[src/crf_pkg.sv]
// Package of constants for the CPU register file and condition-code block.
// Assumes every user imports nothing and writes crf_pkg::name at each use.
//
// Function
// - Addresses live in one 64-kbyte space shared by program and data.
// - Eight identical 32-bit general registers serve as address or data registers.
// - Each general register splits into upper and lower 16-bit halves.
// - Each lower half splits again into a high byte and a low byte.
// - Data accesses choose 32, 16 or 8 bits, chosen per access.
// - Register seven doubles as stack pointer for exceptions and calls.
// - The program counter is 24 bits and points at the next instruction.
// - Fetches treat the program counter's lowest bit as zero.
// - Reset loads the program counter from the reset vector.
// - Flags register is 8 bits; reset sets only its mask bit.
// - Mask bit blocks ordinary interrupts; the non-maskable one always passes.
// - Entering any exception sets the interrupt mask bit.
// - Bit six is a spare user bit, readable and writable by software.
// - Half-carry records carry or borrow out of bit 3, 11 or 27.
// - Some operations keep flags; load, AND, OR, XOR may rewrite them.
// - Conditional branches test the negative, zero, overflow and carry flags.
// - Register add and subtract finish in two states.
// - Byte multiply or divide takes 14 states; word ones take 22.
// - The sleep command puts the processor into its power-down state.
// - Negative holds the result sign; zero flags an all-zero result.
// - Overflow marks arithmetic overflow; carry records carry or borrow.

`default_nettype none

package crf_pkg;

  localparam int unsigned NUM_REGS = 8;
  localparam int unsigned REG_W = 32;
  localparam int unsigned IDX_W = 3;
  localparam int unsigned PC_W = 24;
  localparam int unsigned ADDR_W = 16;
  localparam logic [2:0] SP_INDEX = 3'h7;

  // Access sizes.
  localparam logic [1:0] SZ_BYTE = 2'h0;
  localparam logic [1:0] SZ_WORD = 2'h1;
  localparam logic [1:0] SZ_LONG = 2'h2;

  // Operation codes.
  localparam logic [2:0] OP_ADD = 3'h0;
  localparam logic [2:0] OP_SUB = 3'h1;
  localparam logic [2:0] OP_CMP = 3'h2;
  localparam logic [2:0] OP_NEG = 3'h3;
  localparam logic [2:0] OP_MUL = 3'h4;
  localparam logic [2:0] OP_DIV = 3'h5;
  localparam logic [2:0] OP_SPINC = 3'h6;
  localparam logic [2:0] OP_SPDEC = 3'h7;

  // Flag-register transfer operations.
  localparam logic [1:0] CC_LOAD = 2'h0;
  localparam logic [1:0] CC_AND = 2'h1;
  localparam logic [1:0] CC_OR = 2'h2;
  localparam logic [1:0] CC_XOR = 2'h3;

  // Flag-register bit positions.
  localparam int unsigned CC_I = 7;
  localparam int unsigned CC_UI = 6;
  localparam int unsigned CC_H = 5;
  localparam int unsigned CC_N = 3;
  localparam int unsigned CC_Z = 2;
  localparam int unsigned CC_V = 1;
  localparam int unsigned CC_C = 0;
  localparam logic [7:0] CC_RESET = 8'h80;

  // Execution lengths in states.
  localparam logic [4:0] STATES_ADDSUB = 5'h02;
  localparam logic [4:0] STATES_MULDIV_BYTE = 5'h0E;
  localparam logic [4:0] STATES_MULDIV_WORD = 5'h16;

  localparam logic [ADDR_W-1:0] RESET_VECTOR_ADDR = 16'h0000;

  typedef enum logic [3:0] {
    ST_VECTOR = 4'b0001,
    ST_IDLE   = 4'b0010,
    ST_EXEC   = 4'b0100,
    ST_SLEEP  = 4'b1000
  } crf_state_e;

endpackage

`default_nettype wire

[src/crf_gpr_bank.sv]
// Eight-entry general register bank with byte-lane writes.
// Assumes the owner muxes addresses; read data appear one clock after the index.

`default_nettype none

module crf_gpr_bank (
  // Clock and reset
  input  wire logic                           sys_clk,
  input  wire logic                           rst_b,
  // Write port
  input  wire logic [crf_pkg::IDX_W-1:0]      wr_idx,
  input  wire logic [3:0]                     wr_be,
  input  wire logic [crf_pkg::REG_W-1:0]      wr_data,
  // Read ports
  input  wire logic [crf_pkg::IDX_W-1:0]      rd_a_idx,
  input  wire logic [crf_pkg::IDX_W-1:0]      rd_b_idx,
  output logic      [crf_pkg::REG_W-1:0]      rd_a_data,
  output logic      [crf_pkg::REG_W-1:0]      rd_b_data
);

  logic [crf_pkg::REG_W-1:0] regs [crf_pkg::NUM_REGS];

  genvar gi;
  generate
    for (gi = 0; gi < crf_pkg::NUM_REGS; gi++)
    begin : g_reg
      always_ff @(posedge sys_clk)
      begin
        if (!rst_b)
        begin
          regs[gi] <= '0;
        end
        else if (wr_idx == gi[crf_pkg::IDX_W-1:0])
        begin
          for (int b = 0; b < 4; b++)
          begin
            if (wr_be[b])
            begin
              regs[gi][b*8 +: 8] <= wr_data[b*8 +: 8];
            end
          end
        end
      end
    end
  endgenerate

  always_ff @(posedge sys_clk)
  begin
    if (!rst_b)
    begin
      rd_a_data <= '0;
      rd_b_data <= '0;
    end
    else
    begin
      rd_a_data <= regs[rd_a_idx];
      rd_b_data <= regs[rd_b_idx];
    end
  end

endmodule

`default_nettype wire

[src/crf_alu.sv]
// Combinational arithmetic unit producing a result and the five arithmetic flags.
// Assumes operands arrive zero-extended at the size given.

`default_nettype none

module crf_alu (
  // Operation
  input  wire logic [2:0]                  op,
  input  wire logic [1:0]                  size,
  input  wire logic [crf_pkg::REG_W-1:0]   opa,
  input  wire logic [crf_pkg::REG_W-1:0]   opb,
  // Result and flags
  output logic      [crf_pkg::REG_W-1:0]   result,
  output logic                             flag_h,
  output logic                             flag_n,
  output logic                             flag_z,
  output logic                             flag_v,
  output logic                             flag_c
);

  logic [4:0]  sh;
  logic        is_sub;
  logic [31:0] xa;
  logic [31:0] ya;
  logic [32:0] r33;
  logic [28:0] hs;

  always_comb
  begin
    case (size)
      crf_pkg::SZ_BYTE: sh = 5'd24;
      crf_pkg::SZ_WORD: sh = 5'd16;
      default:          sh = 5'd0;
    endcase
    is_sub = (op == crf_pkg::OP_SUB) || (op == crf_pkg::OP_CMP) ||
             (op == crf_pkg::OP_NEG) || (op == crf_pkg::OP_SPDEC);
    // Operands are shifted so the sign bit sits at bit 31 for every size.
    xa = (op == crf_pkg::OP_NEG) ? 32'h0000_0000 : (opa << sh);
    ya = opb << sh;
    r33 = is_sub ? ({1'b0, xa} - {1'b0, ya}) : ({1'b0, xa} + {1'b0, ya});
    // Bits 3, 11 and 27 of the operand all land at bit 27 once aligned.
    hs = is_sub ? ({1'b0, xa[27:0]} - {1'b0, ya[27:0]})
                : ({1'b0, xa[27:0]} + {1'b0, ya[27:0]});
    flag_h = hs[28];
    flag_n = r33[31];
    flag_z = (r33[31:0] == 32'h0000_0000);
    flag_v = ((xa[31] ^ ya[31]) == is_sub) && (r33[31] != xa[31]);
    flag_c = r33[32];
    case (op)
      crf_pkg::OP_MUL:
      begin
        if (size == crf_pkg::SZ_BYTE)
          result = {16'h0000, 16'(opa[7:0] * opb[7:0])};
        else
          result = 32'(opa[15:0] * opb[15:0]);
      end
      crf_pkg::OP_DIV:
      begin
        if (size == crf_pkg::SZ_BYTE)
          result = (opb[7:0] == 8'h00) ? opa :
                   {16'h0000, 8'(opa[15:0] % {8'h00, opb[7:0]}),
                    8'(opa[15:0] / {8'h00, opb[7:0]})};
        else
          result = (opb[15:0] == 16'h0000) ? opa :
                   {16'(opa % {16'h0000, opb[15:0]}),
                    16'(opa / {16'h0000, opb[15:0]})};
      end
      default: result = r33[31:0] >> sh;
    endcase
  end

endmodule

`default_nettype wire

[src/crf_core.sv]
// CPU register resources: general registers, stack pointer, program counter
// and condition-code register, with the operation sequencer that drives them.
// Assumes a sequencer on the same clock issues one request per cycle while idle.

`default_nettype none

module crf_core (
  // Clock and reset
  input  wire logic                          sys_clk,
  input  wire logic                          rst_b,
  // Reset vector fetch
  output logic                               vec_req,
  output logic      [crf_pkg::ADDR_W-1:0]    vec_addr,
  input  wire logic                          vec_ack,
  input  wire logic [crf_pkg::PC_W-1:0]      vec_data,
  // Program counter
  input  wire logic                          pc_load,
  input  wire logic [crf_pkg::PC_W-1:0]      pc_target,
  input  wire logic                          pc_step,
  output logic      [crf_pkg::PC_W-1:0]      pc,
  output logic      [crf_pkg::ADDR_W-1:0]    fetch_addr,
  // Direct register access
  input  wire logic                          rd_req,
  input  wire logic [3:0]                    rd_sel,
  input  wire logic [1:0]                    rd_size,
  output logic                               rd_valid,
  output logic      [crf_pkg::REG_W-1:0]     rd_data,
  input  wire logic                          wr_req,
  input  wire logic [3:0]                    wr_sel,
  input  wire logic [1:0]                    wr_size,
  input  wire logic [crf_pkg::REG_W-1:0]     wr_data,
  // Arithmetic and stack operations
  input  wire logic                          op_start,
  input  wire logic [2:0]                    op_code,
  input  wire logic [1:0]                    op_size,
  input  wire logic [3:0]                    op_dst,
  input  wire logic [3:0]                    op_src,
  input  wire logic                          op_use_imm,
  input  wire logic [crf_pkg::REG_W-1:0]     op_imm,
  output logic                               op_done,
  output logic                               busy,
  // Condition-code transfers
  input  wire logic                          cc_wr,
  input  wire logic [1:0]                    cc_op,
  input  wire logic [7:0]                    cc_imm,
  output logic      [7:0]                    condition_code,
  // Branch test
  input  wire logic [3:0]                    branch_cond,
  output logic                               branch_true,
  // Exceptions, interrupts and sleep
  input  wire logic                          exc_entry,
  input  wire logic                          irq_req,
  input  wire logic                          nmi_req,
  output logic                               irq_take,
  input  wire logic                          sleep_cmd,
  output logic                               power_down
);

  crf_pkg::crf_state_e state;
  crf_pkg::crf_state_e next_state;

  logic [4:0]                 cnt;
  logic [2:0]                 cur_op;
  logic [1:0]                 cur_size;
  logic [3:0]                 cur_dst;
  logic [3:0]                 cur_src;
  logic                       cur_imm_sel;
  logic [crf_pkg::REG_W-1:0]  cur_imm;
  logic [3:0]                 rd_sel_q;
  logic [1:0]                 rd_size_q;

  logic [crf_pkg::IDX_W-1:0]  bank_wr_idx;
  logic [3:0]                 bank_wr_be;
  logic [crf_pkg::REG_W-1:0]  bank_wr_data;
  logic [crf_pkg::IDX_W-1:0]  bank_a_idx;
  logic [crf_pkg::IDX_W-1:0]  bank_b_idx;
  logic [crf_pkg::REG_W-1:0]  bank_a_q;
  logic [crf_pkg::REG_W-1:0]  bank_b_q;

  logic [1:0]                 dst_size;
  logic [crf_pkg::REG_W-1:0]  alu_a;
  logic [crf_pkg::REG_W-1:0]  alu_b;
  logic [crf_pkg::REG_W-1:0]  alu_res;
  logic                       alu_h;
  logic                       alu_n;
  logic                       alu_z;
  logic                       alu_v;
  logic                       alu_c;
  logic                       idle;
  logic                       op_go;
  logic                       flags_upd;
  logic                       res_wr;
  logic [7:0]                 next_cc;

  // Byte lanes touched by an access of a given size and selector.
  function automatic logic [3:0] lane_be(input logic [1:0] sz, input logic [3:0] sel);
    case (sz)
      crf_pkg::SZ_BYTE: lane_be = sel[3] ? 4'h1 : 4'h2;
      crf_pkg::SZ_WORD: lane_be = sel[3] ? 4'hC : 4'h3;
      default:          lane_be = 4'hF;
    endcase
  endfunction

  // Places a value in every lane so the enables pick the right one.
  function automatic logic [31:0] lane_data(input logic [1:0] sz, input logic [31:0] d);
    case (sz)
      crf_pkg::SZ_BYTE: lane_data = {4{d[7:0]}};
      crf_pkg::SZ_WORD: lane_data = {2{d[15:0]}};
      default:          lane_data = d;
    endcase
  endfunction

  // Pulls a zero-extended value of the chosen width out of a register.
  function automatic logic [31:0] lane_get(input logic [1:0] sz, input logic [3:0] sel,
                                           input logic [31:0] q);
    case (sz)
      crf_pkg::SZ_BYTE: lane_get = {24'h000000, sel[3] ? q[7:0] : q[15:8]};
      crf_pkg::SZ_WORD: lane_get = {16'h0000, sel[3] ? q[31:16] : q[15:0]};
      default:          lane_get = q;
    endcase
  endfunction

  assign idle = (state == crf_pkg::ST_IDLE);
  assign op_go = idle && op_start;
  assign busy = !idle;

  // Byte and word multiply and divide produce a destination twice the source width.
  assign dst_size = ((cur_op == crf_pkg::OP_MUL) || (cur_op == crf_pkg::OP_DIV))
                    ? 2'(cur_size + 2'h1) : cur_size;

  always_ff @(posedge sys_clk)
  begin
    if (!rst_b)
    begin
      state <= crf_pkg::ST_VECTOR;
    end
    else
    begin
      state <= next_state;
    end
  end

  always_comb
  begin
    next_state = state;
    case (state)
      crf_pkg::ST_VECTOR:
      begin
        if (vec_ack)
          next_state = crf_pkg::ST_IDLE;
      end
      crf_pkg::ST_IDLE:
      begin
        if (op_start)
          next_state = crf_pkg::ST_EXEC;
        else if (sleep_cmd)
          next_state = crf_pkg::ST_SLEEP;
      end
      crf_pkg::ST_EXEC:
      begin
        if (cnt == 5'h00)
          next_state = crf_pkg::ST_IDLE;
      end
      crf_pkg::ST_SLEEP:
      begin
        if (irq_take || exc_entry)
          next_state = crf_pkg::ST_IDLE;
      end
      default: next_state = crf_pkg::ST_VECTOR;
    endcase
  end

  // Latches the operation and loads its length in states less two.
  always_ff @(posedge sys_clk)
  begin
    if (!rst_b)
    begin
      cnt         <= 5'h00;
      cur_op      <= crf_pkg::OP_ADD;
      cur_size    <= crf_pkg::SZ_BYTE;
      cur_dst     <= 4'h0;
      cur_src     <= 4'h0;
      cur_imm_sel <= 1'b0;
      cur_imm     <= '0;
    end
    else if (op_go)
    begin
      cur_op      <= op_code;
      cur_size    <= op_size;
      cur_dst     <= op_dst;
      cur_src     <= op_src;
      cur_imm_sel <= op_use_imm;
      cur_imm     <= op_imm;
      if ((op_code == crf_pkg::OP_MUL) || (op_code == crf_pkg::OP_DIV))
      begin
        if (op_size == crf_pkg::SZ_BYTE)
          cnt <= 5'(crf_pkg::STATES_MULDIV_BYTE - 5'h02);
        else
          cnt <= 5'(crf_pkg::STATES_MULDIV_WORD - 5'h02);
      end
      else
      begin
        cnt <= 5'(crf_pkg::STATES_ADDSUB - 5'h02);
      end
    end
    else if ((state == crf_pkg::ST_EXEC) && (cnt != 5'h00))
    begin
      cnt <= 5'(cnt - 5'h01);
    end
  end

  // Stack operations always address register seven; writes are full width, reads take the operation size.
  always_comb
  begin
    if (op_go && ((op_code == crf_pkg::OP_SPINC) || (op_code == crf_pkg::OP_SPDEC)))
      bank_a_idx = crf_pkg::SP_INDEX;
    else if (op_go)
      bank_a_idx = op_dst[2:0];
    else if (state == crf_pkg::ST_EXEC)
      bank_a_idx = cur_dst[2:0];
    else
      bank_a_idx = rd_sel[2:0];
    bank_b_idx = idle ? op_src[2:0] : cur_src[2:0];
  end

  assign alu_a = lane_get(dst_size, cur_dst, bank_a_q);
  assign alu_b = cur_imm_sel ? cur_imm : lane_get(cur_size, cur_src, bank_b_q);

  crf_alu u_alu (
    .op     (cur_op),
    .size   (cur_size),
    .opa    (alu_a),
    .opb    (alu_b),
    .result (alu_res),
    .flag_h (alu_h),
    .flag_n (alu_n),
    .flag_z (alu_z),
    .flag_v (alu_v),
    .flag_c (alu_c)
  );

  assign op_done = (state == crf_pkg::ST_EXEC) && (cnt == 5'h00);
  assign res_wr = op_done && (cur_op != crf_pkg::OP_CMP);
  assign flags_upd = op_done && (cur_op <= crf_pkg::OP_NEG);

  // The write port serves finished operations first, direct writes only when idle.
  always_comb
  begin
    bank_wr_idx  = wr_sel[2:0];
    bank_wr_be   = 4'h0;
    bank_wr_data = lane_data(wr_size, wr_data);
    if (res_wr && ((cur_op == crf_pkg::OP_SPINC) || (cur_op == crf_pkg::OP_SPDEC)))
    begin
      bank_wr_idx  = crf_pkg::SP_INDEX;
      bank_wr_be   = 4'hF;
      bank_wr_data = alu_res;
    end
    else if (res_wr)
    begin
      bank_wr_idx  = cur_dst[2:0];
      bank_wr_be   = lane_be(dst_size, cur_dst);
      bank_wr_data = lane_data(dst_size, alu_res);
    end
    else if (idle && wr_req && !op_start)
    begin
      bank_wr_be = lane_be(wr_size, wr_sel);
    end
  end

  crf_gpr_bank u_bank (
    .sys_clk   (sys_clk),
    .rst_b     (rst_b),
    .wr_idx    (bank_wr_idx),
    .wr_be     (bank_wr_be),
    .wr_data   (bank_wr_data),
    .rd_a_idx  (bank_a_idx),
    .rd_b_idx  (bank_b_idx),
    .rd_a_data (bank_a_q),
    .rd_b_data (bank_b_q)
  );

  // Direct reads answer one clock after the request.
  always_ff @(posedge sys_clk)
  begin
    if (!rst_b)
    begin
      rd_valid  <= 1'b0;
      rd_sel_q  <= 4'h0;
      rd_size_q <= crf_pkg::SZ_BYTE;
    end
    else
    begin
      rd_valid  <= idle && rd_req && !op_start;
      rd_sel_q  <= rd_sel;
      rd_size_q <= rd_size;
    end
  end

  assign rd_data = lane_get(rd_size_q, rd_sel_q, bank_a_q);

  // Program counter.
  assign vec_req = (state == crf_pkg::ST_VECTOR);
  assign vec_addr = crf_pkg::RESET_VECTOR_ADDR;

  always_ff @(posedge sys_clk)
  begin
    if (!rst_b)
    begin
      pc <= '0;
    end
    else if (vec_req && vec_ack)
    begin
      pc <= vec_data;
    end
    else if (pc_load)
    begin
      pc <= pc_target;
    end
    else if (pc_step)
    begin
      pc <= 24'(pc + 24'h000002);
    end
  end

  // Only the low 64 kbytes are reachable, and fetches are word aligned.
  assign fetch_addr = {pc[crf_pkg::ADDR_W-1:1], 1'b0};

  // Condition-code register.
  always_comb
  begin
    next_cc = condition_code;
    if (idle && cc_wr)
    begin
      case (cc_op)
        crf_pkg::CC_LOAD: next_cc = cc_imm;
        crf_pkg::CC_AND:  next_cc = condition_code & cc_imm;
        crf_pkg::CC_OR:   next_cc = condition_code | cc_imm;
        default:          next_cc = condition_code ^ cc_imm;
      endcase
    end
    if (flags_upd)
    begin
      next_cc[crf_pkg::CC_H] = alu_h;
      next_cc[crf_pkg::CC_N] = alu_n;
      next_cc[crf_pkg::CC_Z] = alu_z;
      next_cc[crf_pkg::CC_V] = alu_v;
      next_cc[crf_pkg::CC_C] = alu_c;
    end
    if (exc_entry)
    begin
      next_cc[crf_pkg::CC_I] = 1'b1;
    end
  end

  always_ff @(posedge sys_clk)
  begin
    if (!rst_b)
    begin
      condition_code <= crf_pkg::CC_RESET;
    end
    else
    begin
      condition_code <= next_cc;
    end
  end

  assign irq_take = nmi_req || (irq_req && !condition_code[crf_pkg::CC_I]);
  assign power_down = (state == crf_pkg::ST_SLEEP);

  // Branch conditions from the four arithmetic flags.
  always_comb
  begin
    logic fn;
    logic fz;
    logic fv;
    logic fc;
    fn = condition_code[crf_pkg::CC_N];
    fz = condition_code[crf_pkg::CC_Z];
    fv = condition_code[crf_pkg::CC_V];
    fc = condition_code[crf_pkg::CC_C];
    case (branch_cond[3:1])
      3'h0:    branch_true = 1'b1;
      3'h1:    branch_true = !(fc || fz);
      3'h2:    branch_true = !fc;
      3'h3:    branch_true = !fz;
      3'h4:    branch_true = !fv;
      3'h5:    branch_true = !fn;
      3'h6:    branch_true = !(fn ^ fv);
      default: branch_true = !(fz || (fn ^ fv));
    endcase
    if (branch_cond[0])
      branch_true = !branch_true;
  end

endmodule

`default_nettype wire

[config.mk]
export PLATFORM = sky130hd
export DESIGN_NAME = crf_core
export DESIGN_NICKNAME = d
export VERILOG_FILES = /design/src/crf_pkg.sv /design/src/crf_gpr_bank.sv /design/src/crf_alu.sv /design/src/crf_core.sv
export SDC_FILE = /design/constraint.sdc
export NUM_CORES = 2
export LEC_CHECK = 0
export ABC_AREA = 1
export BUFFER_PORTS_ARGS = -buffer_cell sky130_fd_sc_hd__buf_2
export CORE_MARGIN = 5
export CORE_UTILIZATION = 28
export CTS_BUF_LIST = sky130_fd_sc_hd__clkbuf_8
export DETAILED_ROUTE_END_ITERATION = 8
export PLACE_DENSITY_LB_ADDON = 0.25
export SKIP_CTS_REPAIR_TIMING = 1
export SYNTH_ARGS = -nofsm -noshare
export SYNTH_HDL_FRONTEND = slang
export SYNTH_SLANG_ARGS = --single-unit
[constraint.sdc]
create_clock -name sys_clk -period 87.9 [get_ports sys_clk]
set_input_delay 4.395 -clock sys_clk [delete_from_list [all_inputs] [get_ports sys_clk]]
set_output_delay 4.395 -clock sys_clk [all_outputs]
set_load 0.05 [all_outputs]
==> results.ini <==
[grt]
grt_max_degree = 173
gr-total-overflow = 0
grt_pass1_vias = 64900
antenna_found_initial = 24
grt_pass1_wl_mm = 402
track_usage = 0.214

[place]
hpwlAfterDp_mm = 211
dpl.cell_count = 12900
gp_congestion = 0.986
place_area_sq_um = 70800
place_ws_ps = -798
portBuffers = 250

[synthesis]
synthDistinctLibCells = 81
ys_ff_latch = 411
yosys.area.top_type = ha_1
synth.top_cell.area_share = 0.132
synth_most_common_cell = nand2_1
netlist_area_sq_um = 65100
synthTopCellsByCount = 2109 x nand2_1, 1327 x inv_1, 855 x a21oi_1
synthTopCellsByArea = ha_1 13%, nand2_1 12%, edfxtp_1 12%
ys_warn_count = 0
yosysSeqAreaShare = 0.166
async_flop_share = 0
syn_area_per_cell_sq_um = 6.74
ys.flop_type = edfxtp_1
netlist_instances = 9663
synth_edf_count = 256

[floorplan]
initial_core_util = 0.281
core_sq_um = 232000
io_pins = 268
rows = 177
die_y_um = 492
dieWidth_um = 492
die-area_sq_um = 242000

[routing]
routed_wl_mm = 276
drc = 0
drt-pass1-iter-count = 6
drt-wirelength-per-cell_um = 21.0
num_vias = 68400
ant_nets = 0
drt_first_iter_violations = 5696
vias_per_cell = 5.21

[run]
drv_cap = 0

[setup_path]
worst-path-max-fanout = 42
slowest_delay_ps = 420
cp-start-kind = flop
cp.required_ps = 88300
crit_path_top_delay_cell = dfxtp_1
crit_arrival_ps = 80290
path_class = reg -> reg
crit_path_frequent_cell = nand2_1
endpoint_kind = flop

[sta]
layout_setup_ws_ps = 8010
finalSetupViolations = 0
worst_pin_slew_ps = 1390
max_freq_mhz = 12.5
hold_viol_final = 0
slew_headroom = 0.0632
slew_viol_final = 0
fin_skew_ps = 43.9
final.min_clock_period_ps = 79890
fin_crit_sh = 0.909

[finish]
areaGrowthSynthToFinish_pct = 13.3
drive_gt1_frac = 0.126
final_nets = 11100
postLayoutCoreUtil = 0.318
finalNonFillerCells = 13100
design_area_sq_um = 73800
fill_cells = 25300

[min_path]
hp-class = reg -> reg

[clock_network]
clockBufferDepth = 3
clkTransAtPathRegs_ps = 70
cts_buffers = 67
tritoncts = yes
ctsHtreeMaxLevel = 3
clkLatencyLatePin_ps = 730
cts_sinks = 411
root_buffer = clkbuf_8

[run_status]
status = finished clean

worst paths after layout:
check | startpoint | slack [ps] | cells after the start | to
worst max register to register | cur_op[1]$_SDFFE_PN0P_ | 8010 | 599 | u_bank.regs[7][16]$_SDFFCE_PN0P_
worst max-delay path | cur_op[1]$_SDFFE_PN0P_ | 8010 | 599 | u_bank.regs[7][16]$_SDFFCE_PN0P_
worst min register to register | cur_imm[22]$_SDFFE_PN0P_ | 460 | 2 | cur_imm[22]$_SDFFE_PN0P_
worst min-delay path | cur_imm[22]$_SDFFE_PN0P_ | 460 | 2 | cur_imm[22]$_SDFFE_PN0P_
metal layers:
| metal | track usage | up-vias | wire, um |
|---|---|---|---|
| met5 | 0 | - | 32 |
| met1 | 0.284 | 32700 | 119000 |
| met2 | 0.352 | 2410 | 125000 |
| met3 | 0.0334 | 497 | 19500 |
| li1 | - | 32800 | - |
| met4 | 0.0757 | 4 | 11300 |
cell usage in the layout, fill, tap and decap left out, drive strengths merged, types with 5 or more instances in the layout:
cell type	instances
nor4	19
nand4	88
a32oi	5
a21oi	866
xnor2	179
edfxtp	256
nand2	2194
o31ai	65
a221oi	20
o211ai	171
o22ai	22
and2	9
conb	17
xor2	300
dfxtp	155
clkbuf	77
clkinv	50
nor3	55
buf	646
diode	10
a21o	73
o21ai	815
ha	688
a22oi	9
nor2	795
a221o	5
o21bai	63
inv	1406
a211oi	14
fa	233
o21a	14
clkinvlp	11
nand3b	18
a31oi	100
o221ai	36
a21boi	5
or2	73
nand3	487
bufinv	5
o2111ai	10
worst max-delay path: cells and delay by family (launching register included):
family / cells / cell delay, ps
simple gates: 198 / 20680
compound gates: 236 / 36550
buf+inv: 134 / 11930
flops: 1 / 420
fa+ha+maj: 31 / 9710
sequential cells by signal, summed over array words and instances (netlist names):
| name | cells |
|---|---|
| u_bank.regs | 256 |
| cur_src | 4 |
| cur_size | 2 |
| u_bank.rd_a_data | 32 |
| cur_op | 3 |
| state | 4 |
| condition_code | 8 |
| pc | 24 |
| rd_size_q | 2 |
| rd_valid | 1 |
| cnt | 5 |
| u_bank.rd_b_data | 32 |
| cur_imm_sel | 1 |
| cur_dst | 4 |
| cur_imm | 32 |
| rd_sel_q | 1 |
kinds of logic (layout without fill, tap and decap cells):
group,after synthesis,count (layout),synth area share
AND/OR/NAND/NOR,3738,3747,0.250
AO/OA/AOI/OAI,2309,2309,0.203
buffers and inverters,1801,2195,0.113
adder cells (fa/ha/maj),921,921,0.204
XOR/XNOR,479,479,0.0644
flip-flops,411,411,0.166
multiplexers,3,3,0.000461
other,1,27,0.0000576
layout make-up:
cell class | count | area, sq um | share of cell area
Antenna cell | 10 | 25.0 | 0.000339
Timing Repair Buffer | 646 | 4330 | 0.0586
Inverter | 1420 | 5390 | 0.0731
Multi-Input combinational cell | 7476 | 48000 | 0.651
Clock inverter | 47 | 358 | 0.00485
Sequential cell | 411 | 10800 | 0.146
Tap cell | 3043 | 3810 | 0.0516
Clock buffer | 77 | 1060 | 0.0144
Timing Repair inverter | 5 | 27.5 | 0.000373
per-stage QoR:
step / setup TNS (ps) / hold slack (ps)
finish: 0 / 464
CTS: -140580 / 464
global route: -51500 / 494
floorplan: 0 / 425
detailed placement: -86680 / 455
global placement: 0 / 446
Power is not shown: default switching activity piles up to over one toggle a cycle in this logic, so the estimate is an artifact.
